--- src/logic/ett_pkg.sv ---
// Package for the event time-tag, time alignment and second pulse unit.
// Assumes a single 100 MHz system clock; the 20 ns tick is derived from it.
package ett_pkg;
  localparam int unsigned CLK_PERIOD_NS    = 10;
  localparam int unsigned TICK_NS          = 20;
  localparam int unsigned TICK_CYCLES      = TICK_NS / CLK_PERIOD_NS;
  localparam int unsigned REF_HALF_NS      = 50;
  localparam int unsigned REF_HALF_CYCLES  = REF_HALF_NS / CLK_PERIOD_NS;
  localparam int unsigned EVENT_GAP_MS     = 5;
  localparam int unsigned MS_TICKS         = 1000000 / TICK_NS;
  localparam int unsigned SEC_MS           = 1000;
  localparam int unsigned HALF_MS_TICKS    = MS_TICKS / 2;
  localparam int unsigned PULSE_WIDTH_MS   = 5;
  localparam int unsigned BOOT_HIGH_MS     = 1;
  localparam int unsigned READY_MS         = 300;
  localparam int unsigned SETTLE_MS        = 2000;
  localparam int unsigned TICK_W           = 16;
  localparam int unsigned MS_W             = 10;
  localparam int unsigned SUB_W            = 16;
  localparam logic [SUB_W-1:0] SUB_RESET   = 16'h0000;
  localparam logic [MS_W-1:0]  MS_RESET    = 10'h000;
  localparam int unsigned REPORT_W         = 33;
  localparam int unsigned MEM_DEPTH        = 8;
  localparam int unsigned MEM_AW           = 3;
  typedef enum logic [1:0] {
    ETT_CAP_A,
    ETT_CAP_B
  } ett_src_t;
  typedef enum logic [1:0] {
    ETT_BOOT_HIGH,
    ETT_BOOT_HIZ,
    ETT_RUN
  } ett_boot_t;
endpackage

--- src/logic/ett_report_mem.sv ---
// Small record store for capture reports, read data registered.
// Assumes the writer never overruns the reader by more than the depth.
`timescale 1ns/10ps
`default_nettype none
module ett_report_mem
  import ett_pkg::*;
(
  input  wire logic                clock,
  input  wire logic                wr_en,
  input  wire logic [MEM_AW-1:0]   wr_addr,
  input  wire logic [REPORT_W-1:0] wr_data,
  input  wire logic [MEM_AW-1:0]   rd_addr,
  output logic      [REPORT_W-1:0] rd_data
);
  logic [REPORT_W-1:0] mem_q [MEM_DEPTH];
  always_ff @(posedge clock)
  begin
    if (wr_en)
    begin
      mem_q[wr_addr] <= wr_data;
    end
    rd_data <= mem_q[rd_addr];
  end
endmodule
`default_nettype wire

--- src/logic/ett_top.sv ---
// Event time-tag, time alignment and second pulse unit.
// Inputs are synchronous to clock; the host reads reports through a pop strobe.
`timescale 1ns/10ps
`default_nettype none
module ett_top
  import ett_pkg::*;
#(
  parameter int unsigned MS_CYCLES = MS_TICKS * TICK_CYCLES
)
(
  input  wire logic                clock,
  input  wire logic                reset,
  input  wire logic                capture_input_a,
  input  wire logic                capture_input_b,
  input  wire logic                polarity_a,
  input  wire logic                polarity_b,
  input  wire logic                time_alignment_mode,
  input  wire logic                alignment_source_b,
  input  wire logic                outside_frequency_mode,
  input  wire logic                ref_in,
  input  wire logic                pulse_polarity,
  input  wire logic [MS_W-1:0]     pulse_width_ms,
  input  wire logic [MS_W+2:0]     pulse_period_ms,
  input  wire logic                internal_timebase_align,
  input  wire logic                report_pop,
  output logic                     report_valid,
  output logic      [REPORT_W-1:0] report_data,
  output logic                     ref_out,
  output logic                     oscillator_enable,
  output logic                     drift_from_outside,
  output logic                     second_pulse_out,
  output logic                     second_pulse_out_en_n,
  output logic                     module_ready,
  output logic                     aligned,
  output logic      [MS_W-1:0]     ms_offset
);
  // Time-base millisecond follows MS_CYCLES, so a shortened millisecond scales both counters
  localparam int unsigned MS_TB_TICKS = MS_CYCLES / TICK_CYCLES;
  // Debug-visible reference selection
  logic ref_d, ref_q, ref_prev_q, tb_edge;
  logic [3:0] osc_cnt_d, osc_cnt_q;
  logic osc_d, osc_q;
  always_comb
  begin
    osc_cnt_d = (osc_cnt_q == 4'(REF_HALF_CYCLES - 1)) ? 4'h0 : osc_cnt_q + 4'h1;
    osc_d = (osc_cnt_q == 4'(REF_HALF_CYCLES - 1)) ? ~osc_q : osc_q;
    ref_d = outside_frequency_mode ? ref_in : osc_q;
    tb_edge = ref_q & ~ref_prev_q;
  end
  always_ff @(posedge clock or posedge reset)
  begin
    if (reset)
    begin
      osc_cnt_q <= 4'h0;
      osc_q <= 1'b0;
      ref_q <= 1'b0;
      ref_prev_q <= 1'b0;
    end
    else
    begin
      osc_cnt_q <= outside_frequency_mode ? 4'h0 : osc_cnt_d;
      osc_q <= outside_frequency_mode ? 1'b0 : osc_d;
      ref_q <= ref_d;
      ref_prev_q <= ref_q;
    end
  end
  assign oscillator_enable = ~outside_frequency_mode;
  assign ref_out = osc_q & ~outside_frequency_mode;
  assign drift_from_outside = outside_frequency_mode;

  // Time base: 20 ns ticks, milliseconds, seconds
  logic [TICK_W-1:0] tick_d, tick_q;
  logic [SUB_W-1:0] sub_d, sub_q;
  logic [MS_W-1:0] ms_d, ms_q;
  logic [31:0] free_d, free_q;
  logic [TICK_W-1:0] div_d, div_q;
  logic tick20, ms_wrap, sec_wrap;
  // Event edge detection; the synchroniser is assumed outside since inputs are synchronous
  logic [1:0] ev_in, ev_prev_q, ev_hit;
  logic sync_hit, first_q, first_d;
  logic [MS_W-1:0] koff_d, koff_q;
  assign ev_in = {capture_input_b ^ polarity_b, capture_input_a ^ polarity_a};
  always_comb
  begin
    ev_hit = ev_in & ~ev_prev_q;
    sync_hit = time_alignment_mode & ev_hit[alignment_source_b];
    div_d = (div_q == TICK_W'(TICK_CYCLES - 1)) ? '0 : div_q + 1'b1;
    tick20 = (div_q == TICK_W'(TICK_CYCLES - 1));
    free_d = tick20 ? free_q + 32'h0000_0001 : free_q;
    ms_wrap = tick20 && sub_q == SUB_W'(MS_TB_TICKS - 1);
    sec_wrap = ms_wrap && ms_q == MS_W'(SEC_MS - 1);
    sub_d = ms_wrap ? SUB_RESET : (tick20 ? sub_q + 1'b1 : sub_q);
    ms_d = ms_wrap ? (sec_wrap ? MS_RESET : ms_q + 1'b1) : ms_q;
    first_d = first_q;
    koff_d = koff_q;
    if (sync_hit && !first_q)
    begin
      // Realign at once: sub and ms clear at the clock edge after the event, so the lag is one clock
      first_d = 1'b1;
      sub_d = SUB_RESET;
      ms_d = MS_RESET;
      // Round the event's offset within the second to the nearest ms
      if (ms_q == MS_RESET && sub_q < SUB_W'(MS_TB_TICKS / 2))
        koff_d = MS_RESET;
      else if (sub_q >= SUB_W'(MS_TB_TICKS / 2))
        koff_d = (ms_q == MS_W'(SEC_MS - 1)) ? MS_RESET : ms_q + 1'b1;
      else
        koff_d = ms_q;
    end
  end
  always_ff @(posedge clock or posedge reset)
  begin
    if (reset)
    begin
      div_q <= '0;
      free_q <= 32'h0000_0000;
      sub_q <= SUB_RESET;
      ms_q <= MS_RESET;
      ev_prev_q <= 2'h0;
      first_q <= 1'b0;
      koff_q <= MS_RESET;
    end
    else
    begin
      // Locked to the reference edge; the even reference period keeps ticks 20 ns apart
      div_q <= tb_edge ? '0 : div_d;
      free_q <= free_d;
      sub_q <= sub_d;
      ms_q <= ms_d;
      ev_prev_q <= ev_in;
      first_q <= time_alignment_mode ? first_d : 1'b0;
      koff_q <= koff_d;
    end
  end
  assign aligned = first_q;
  assign ms_offset = koff_q;

  // Capture reports, A kept and B dropped when both land together; B kept while A is the alignment source
  logic [MEM_AW:0] wp_d, wp_q, rp_d, rp_q;
  logic wr_en;
  logic stale_d, stale_q;
  logic [REPORT_W-1:0] wr_data;
  logic [MEM_AW-1:0] rd_addr;
  always_comb
  begin
    wr_en = 1'b0;
    wr_data = '0;
    for (int i = 0; i < 2; i++)
    begin
      if (ev_hit[i] && !(time_alignment_mode && alignment_source_b == i[0]) && !wr_en)
      begin
        wr_en = 1'b1;
        wr_data = {i[0], free_q};
      end
    end
    wp_d = wr_en ? wp_q + 1'b1 : wp_q;
    rp_d = (report_pop && report_valid) ? rp_q + 1'b1 : rp_q;
    rd_addr = rp_d[MEM_AW-1:0];
    // Read port returns the old word when it reads the slot being written
    stale_d = wr_en && (wp_q[MEM_AW-1:0] == rd_addr);
  end
  always_ff @(posedge clock or posedge reset)
  begin
    if (reset)
    begin
      wp_q <= '0;
      rp_q <= '0;
      stale_q <= 1'b0;
    end
    else
    begin
      wp_q <= wp_d;
      rp_q <= rp_d;
      stale_q <= stale_d;
    end
  end
  // A fresh record into an empty store shows one cycle late, after its read settles
  assign report_valid = (wp_q != rp_q) && !stale_q;
  ett_report_mem u_mem
  (
    .clock   (clock),
    .wr_en   (wr_en),
    .wr_addr (wp_q[MEM_AW-1:0]),
    .wr_data (wr_data),
    .rd_addr (rd_addr),
    .rd_data (report_data)
  );

  // Second pulse with start-up sequence
  ett_boot_t boot_d, boot_q;
  logic [31:0] up_d, up_q, bms_d, bms_q;
  logic [MS_W+2:0] pms_d, pms_q;
  logic msp, pulse_on, rdy_d, rdy_q, out_d, out_q;
  always_comb
  begin
    up_d = (up_q == 32'(MS_CYCLES - 1)) ? 32'h0000_0000 : up_q + 32'h0000_0001;
    msp = internal_timebase_align ? ms_wrap : (up_q == 32'(MS_CYCLES - 1));
    bms_d = (msp && bms_q != 32'hFFFF_FFFF) ? bms_q + 32'h0000_0001 : bms_q;
    pms_d = msp ? ((pms_q >= pulse_period_ms - 1'b1) ? '0 : pms_q + 1'b1) : pms_q;
    if (internal_timebase_align && sec_wrap)
      pms_d = '0;
    pulse_on = ({3'h0, pulse_width_ms} > pms_q);
    rdy_d = rdy_q | (bms_q >= 32'(READY_MS));
    boot_d = boot_q;
    unique case (boot_q)
      ETT_BOOT_HIGH: if (bms_q >= 32'(BOOT_HIGH_MS)) boot_d = ETT_BOOT_HIZ;
      ETT_BOOT_HIZ: if (bms_q >= 32'(SETTLE_MS)) boot_d = ETT_RUN;
      ETT_RUN: boot_d = ETT_RUN;
    endcase
    out_d = (boot_q == ETT_BOOT_HIGH) ? 1'b1 : (pulse_on ^ ~pulse_polarity);
  end
  always_ff @(posedge clock or posedge reset)
  begin
    if (reset)
    begin
      up_q <= 32'h0000_0000;
      bms_q <= 32'h0000_0000;
      pms_q <= '0;
      rdy_q <= 1'b0;
      boot_q <= ETT_BOOT_HIGH;
      out_q <= 1'b1;
    end
    else
    begin
      up_q <= up_d;
      bms_q <= bms_d;
      pms_q <= pms_d;
      rdy_q <= rdy_d;
      boot_q <= boot_d;
      out_q <= out_d;
    end
  end
  assign second_pulse_out = out_q;
  assign second_pulse_out_en_n = (boot_q == ETT_BOOT_HIZ);
  assign module_ready = rdy_q;
endmodule
`default_nettype wire

--- config.mk ---
export PLATFORM = sky130hd
export DESIGN_NAME = ett_top
export DESIGN_NICKNAME = d
export VERILOG_FILES = /design/src/logic/ett_pkg.sv /design/src/logic/ett_report_mem.sv /design/src/logic/ett_top.sv
export SDC_FILE = /design/constraint.sdc
export NUM_CORES = 1
export LEC_CHECK = 0
export BUFFER_PORTS_ARGS = -buffer_cell sky130_fd_sc_hd__buf_2
export CAP_MARGIN = 10
export CORE_ASPECT_RATIO = 0.7
export CORE_UTILIZATION = 50
export DETAILED_ROUTE_END_ITERATION = 6
export PLACE_DENSITY = 0.67
export SKIP_LAST_GASP = 1
export SYNTH_ARGS = -nofsm -noshare
export SYNTH_HDL_FRONTEND = slang
export SYNTH_SLANG_ARGS = --single-unit
--- constraint.sdc ---
create_clock -name clock -period 6.5 [get_ports clock]
set_input_delay 0.325 -clock clock [delete_from_list [all_inputs] [get_ports clock]]
set_output_delay 0.325 -clock clock [all_outputs]
set_load 0.005 [all_outputs]
# Word level (Yosys, flattened, before mapping)
# Memories as Yosys holds them, arrays and structs flattened. A register that Yosys moved wholly into a read port is not among the register bits.
# Index checks and enable logic that the tools add are counted.
[op_classes]
n_addsub = 11
order_cmp = 8
n_eq_ne = 13
mux = 36
bitwise = 14
reduce_logical = 26
[ops]
columns = ["cell", "count"]
rows = [
  ["adder 32 x 1 -> 32 bit (second input constant)", 3],
  ["two-way mux 16 bit", 5],
  ["two-way mux 32 bit", 2],
  ["two-way mux 10 bit", 6],
  ["two-way mux 13 bit", 3],
  ["two-way mux 33 bit", 1],
  ["adder 16 x 1 -> 16 bit (second input constant)", 2],
  ["equality test 32 x 17 -> 1 bit (second input constant)", 1],
  [">= comparator 32 x 1 -> 1 bit (second input constant)", 1],
  [">= comparator 32 x 11 -> 1 bit (second input constant)", 1],
  [">= comparator 32 x 9 -> 1 bit (second input constant)", 1],
  ["!= test 32 bit (second input constant)", 1],
  ["equality test 16 x 1 -> 1 bit (second input constant)", 1],
  ["equality test 16 bit (second input constant)", 1],
  [">= comparator 16 x 15 -> 1 bit (second input constant)", 1],
  ["< comparator 16 x 15 -> 1 bit (second input constant)", 1],
  ["logical AND 1 bit", 14],
  ["adder 13 x 1 -> 13 bit (second input constant)", 1],
  [">= comparator 13 bit", 1],
  ["> comparator 10 x 13 -> 1 bit", 1],
  ["two-way mux 1 bit", 13],
  ["subtractor 13 x 1 -> 13 bit (second input constant)", 1],
  ["adder 4 x 1 -> 4 bit (second input constant)", 3],
  ["adder 10 x 1 -> 10 bit (second input constant)", 1],
  ["25 further kinds", 42],
]
[word_totals]
register_bits = 184
ramBits = 264
input_bits = 36
mem_count = 1
[memory_table]
columns = ["name", "words", "word_bits", "rd", "rd_clocked_by_memory_dff", "write_ports", "line_no", "source"]
rows = [
  ["u_mem.mem_q", 8, 33, 1, 1, 1, "ett_report_mem.sv:15", "logic [REPORT_W-1:0] mem_q [MEM_DEPTH];"],
]

# Depth between registers and ports, before layout
[logic_depth]
depth_word = 10
depth_mapped = 14

# Hierarchy
# From an unflattened synthesis, not the netlist that was laid out.
[hier_totals]
hier_cells = 1505
hier_area_um2 = 20923.8
[by_module_without_submodules]
columns = ["mod", "n_inst", "cells_per_inst", "area_each_um2", "seq_area_each_um2"]
rows = [
  ["ett_report_mem", 1, 427, 10640.2, 8588.2],
  ["ett_top", 1, 1078, 10283.6, 4605.7],
]

# Least setup slack after synthesis
# Ideal clock, no wire load.
[synth_path]
kind = "in2reg"
from = "in capture_input_b"
to = "mem u_mem.mem_q[0][0], enable pin"
setup_time_ns = 0.518
arrival_time_ns = 4.687
slack_ns = 1.295
cell_stages = 6
path_cell_list = "xnor2_1 -> nor3_1 -> a21oi_1 -> a21oi_1 -> clkbuf_1 -> nor4b_1"
[synth_via]
elab_chain_cells = 7
[synth_rtl]
columns = ["item", "line_no", "source"]
rows = [
  ["start: declaration", "ett_top.sv:14", "input wire logic capture_input_b,"],
  ["XOR 1 bit", "ett_top.sv:82", "assign ev_in = {capture_input_b ^ polarity_b, capture_input_a ^ polarity_a};"],
  ["AND 2 bit", "ett_top.sv:85", "ev_hit = ev_in & ~ev_prev_q;"],
  ["logical AND 1 bit (2 in a row)", "ett_top.sv:150", "if (ev_hit[i] && !(time_alignment_mode && alignment_source_b == i[0]) && !wr_en)"],
  ["two-way mux 1 bit", "ett_top.sv:150", ""],
  ["two-way mux 1 bit", "ett_report_mem.sv:18", "if (wr_en)"],
  ["two-way mux 1 bit (not written as such)", "ett_report_mem.sv:20", "mem_q[wr_addr] <= wr_data;"],
  ["end: declaration", "ett_report_mem.sv:15", ""],
]
# Every way passes these cells.

# Worst setup path in the final report
[layout_path]
from = "reg wp_q[2]"
to = "reg u_mem.rd_data[7], read port of u_mem.mem_q"
[layout_via]
elab_chain_cells = 4
[layout_rtl]
columns = ["item", "line_no", "source"]
rows = [
  ["start: declaration", "ett_top.sv:139", "logic [MEM_AW:0] wp_d, wp_q, rp_d, rp_q;"],
  ["start signal: assignment", "ett_top.sv:172", "wp_q <= wp_d;"],
  ["!= test 4 bit", "ett_top.sv:178", "assign report_valid = (wp_q != rp_q) && !stale_q;"],
  ["logical AND 1 bit", "ett_top.sv:178", ""],
  ["logical AND 1 bit", "ett_top.sv:157", "rp_d = (report_pop && report_valid) ? rp_q + 1'b1 : rp_q;"],
  ["two-way mux 3 bit", "ett_top.sv:157", ""],
  ["end: declaration", "ett_report_mem.sv:13", "output logic [REPORT_W-1:0] rd_data"],
]
# Every way passes these cells.
# A chain may end at the register's enable or synchronous reset.

==> metrics.log <==
INFO  metric status = finished clean
INFO  metric core-area = 41500 µm²
INFO  metric grt_pass1_wl = 68600 µm
INFO  metric fin_nets = 1821
INFO  metric num-fill-cells = 3300
INFO  metric number_of_enable_type_register_cells_in_the_synthesized_netlist = 264
INFO  metric drt_iter0_markers = 833
INFO  metric drt-pass1-iter-count = 5
INFO  metric slew_headroom = 0.243
INFO  metric area_growth_syn_to_layout = 12.8%
INFO  metric overflow = 0
INFO  metric clock_buffers_created_by_tritoncts = 47
INFO  metric cts_sinks = 481
INFO  metric endpoint = u_mem.rd_data[7]
INFO  metric critPathLaunch = wp_q[2]
INFO  metric drc = 0
INFO  metric numPortBuffers = 86
INFO  metric maximum_frequency_from_static_timing_analysis = 278 MHz
INFO  metric drtAntennaViolNets = 0
INFO  metric clk_root_buffer_cell = clkbuf_16
INFO  metric r2r_worst_path_depth = 8
INFO  metric worst_setup_path_end_kind = register
INFO  metric timing.final.setup_violations = 0
INFO  metric layout_worst_path_cycle_share = 0.554
INFO  metric nets_in_the_synthesized_netlist = 1717
INFO  metric finClkSkew = 0.0170 ns
INFO  metric fp.dieArea = 43400 µm²
INFO  metric cp-start-kind = register
INFO  metric clkLatencyLatePin = 0.57 ns
INFO  metric synthFlopType = edfxtp_1
INFO  metric dieHeight = 175 µm
INFO  metric cts_post_setup_buffers_inserted = 0
INFO  metric yosysSeqAreaShare = 0.620
INFO  metric route.detailed.wl_per_inst = 18.0 µm
INFO  metric worst-r2r-setup-slack = 2.90 ns
INFO  metric setup-tns-final = 0 ns
INFO  metric syn-instance-count = 1638
INFO  metric synth_area_per_cell = 13.0 µm²
INFO  metric wl = 41900 µm
INFO  metric vias = 12.8k
INFO  metric yosysWarningCount = 0
INFO  metric drive_gt1_frac = 0.132
INFO  metric hp-class = input pin to register
INFO  metric tightest_slew = 1.13 ns
INFO  metric mappedNetlistArea = 21300 µm²
INFO  metric max_cap_violations = 0
INFO  metric n_antenna_cell = 0
INFO  metric synth.ff_latch_count = 481
INFO  metric fraction_of_synthesis_flops_using_an_asynchronous_set_or_reset_pin = 0.383
INFO  metric htreeDepth = 2
INFO  metric floorplan.io_pins = 87
INFO  metric required = 6.95 ns
INFO  metric maximum_number_of_pins_on_one_net_before_global_route_repair = 134
INFO  metric antenna_found_initial = 0
INFO  metric rsz0062_at_grt = no
INFO  metric footprint_of_the_multi_input_gates = 7750 µm²
INFO  metric initial_utilization = 0.513
INFO  metric finalCoreUtilization = 0.578
INFO  metric power_leakage = 9.61 nW
INFO  metric grt_use_total = 0.197
INFO  metric clkSlewWorstSetupHoldPaths = 0.06 ns
INFO  metric grt_pass1_vias = 12.6k
INFO  metric synth_cell_types = 61
INFO  metric pre_cts_ws = 2.70 ns
INFO  metric cts_tree = built
INFO  metric hold_viol_final = 0
INFO  metric fin_worst_hold_slack = 0.0406 ns
INFO  metric vdd.ir_drop.worst = 766 µV
INFO  metric die_x = 249 µm
INFO  metric final_period_minus_worst_setup_slack = 3.60 ns
INFO  metric place.detailed.hpwl = 25200 µm
INFO  metric vias_per_cell = 5.51
INFO  metric max_slew_violation_count = 0
INFO  metric rr_endpoint = u_mem.rd_data[7]
INFO  metric powerDensity = 389 nW/µm²
INFO  metric clock_path_buffers = 3
INFO  metric layout.area.seq = 13200 µm²
INFO  metric timing_worst_setup_path_type = register to register
INFO  metric worstPathMaxFanout = 43
INFO  metric arrival = 4.05 ns
INFO  metric p_total = 9.34 mW
INFO  metric gp_routability_congestion = 0.828
INFO  metric finalWorstSetupSlack = 2.90 ns
INFO  metric row_count = 62
INFO  metric worst_r2r_startpoint = wp_q[2]
## metal layers
layer | global-route usage | vias up | wire length, µm
li1 | - | 6173 | -
met1 | 0.301 | 6330 | 21300
met2 | 0.296 | 254 | 18200
met3 | 0.0298 | 44 | 1770
met4 | 0.0443 | 0 | 612
met5 | 0 | - | 0
## registers in the layout (all words and copies together), names as in the netlist, 2 cells and up
register,flops
u_mem.mem_q,264
u_mem.rd_data,33
bms_q,32
free_q,32
up_q,32
div_q,16
sub_q,16
pms_q,13
ms_offset,10
ms_q,10
osc_cnt_q,4
rp_q,4
wp_q,4
boot_q,2
ev_prev_q,2
## per-stage QoR
step	std cells	area, µm²
2_1_floorplan	1638	21300
3_3_place_gp	2233	22400
3_5_place_dp	2233	22400
4_1_cts	2325	24000
5_1_grt	2325	24000
6_report	2325	24000
## kinds of logic after synthesis
group	share of synthesized area
xor+xnor	0.0568
mux	0.115
buf+inv	0.0199
fa+ha+maj	0.0253
simple gates	0.127
compound gates	0.0367
flops	0.620
## cell usage after synthesis, types with 6 or more instances
cell type    n  area share
inv_1       43      0.0076
mux2i_1    201       0.095
and3_1      33      0.0097
nand3_1     63       0.015
a21o_1       9      0.0032
dfrtp_1    183        0.22
nor3_1      37      0.0087
nor2_1      86       0.015
xnor2_1     84       0.035
a21oi_1     32      0.0075
o21ai_0     57       0.013
xor2_1      54       0.022
mux2_2      38       0.020
dfxtp_1     33       0.031
and2_1      41       0.012
nand2_1    104       0.018
nand2b_1     6      0.0018
or3_1       15      0.0044
buf_4        7      0.0025
nor4b_1     10      0.0041
clkbuf_1    31      0.0055
nand4_1     30      0.0088
buf_2       16      0.0038
o21a_1       6      0.0021
edfxtp_1   264        0.37
nor2b_1     13      0.0038
and4_1      12      0.0049
ha_1        43       0.025
nor4_1      21      0.0062
## worst min-delay path by stage
stage                                   start    endpoint  cells past startpoint
after floorplan                         ref_q  ref_prev_q                      0
after global placement                  ref_q  ref_prev_q                      0
after detailed placement                ref_q  ref_prev_q                      0
after CTS                 time_alignment_mode     aligned                      2
after global routing      time_alignment_mode     aligned                      2
final                     time_alignment_mode     aligned                      2
## placed cells by master, fill, tap and decap left out, types with 43 or more instances in the layout
master	count
ha_1	43
nor2_1	85
buf_2	86
xnor2_1	83
nand2_1	104
xor2_1	54
dfrtp_1	183
mux2i_1	201
clkbuf_16	48
edfxtp_1	264
nand3_1	63
o21ai_0	57
## report_power, final
group	switching (mW)	total, mW	internal (mW)
logic	1.47	2.78	1.31
clock network	1.14	2.77	1.63
registers	0.196	3.79	3.59
total	2.80	9.34	6.53
## worst max-delay path, cell delays in order, from the launching register on
cell      delay, ns
dfrtp_1        0.55
xor2_1         0.24
nor4_1         0.49
nor3b_2        0.16
mux2i_1        0.31
clkinv_2       0.55
buf_4          0.60
mux2i_1        0.22
mux2_2         0.30
## timing repair
| action | 4_1_cts | 5_1_grt |
|---|---|---|
| hold buffers | 4 | 0 |
| endpoints found under the hold margin | 68 | 0 |
| endpoints found under the setup margin | 0 | 0 |
| gates resized for setup | 0 | 0 |
## layout make-up
| type | instances | share of cell area |
|---|---|---|
| Sequential cell | 481 | 0.550 |
| Multi-Input combinational cell | 1057 | 0.323 |
| Clock buffer | 70 | 0.0560 |
| Tap cell | 544 | 0.0284 |
| Timing Repair Buffer | 110 | 0.0264 |
| Clock inverter | 18 | 0.00949 |
| Inverter | 45 | 0.00740 |
Power figures use the tool's default switching activity.
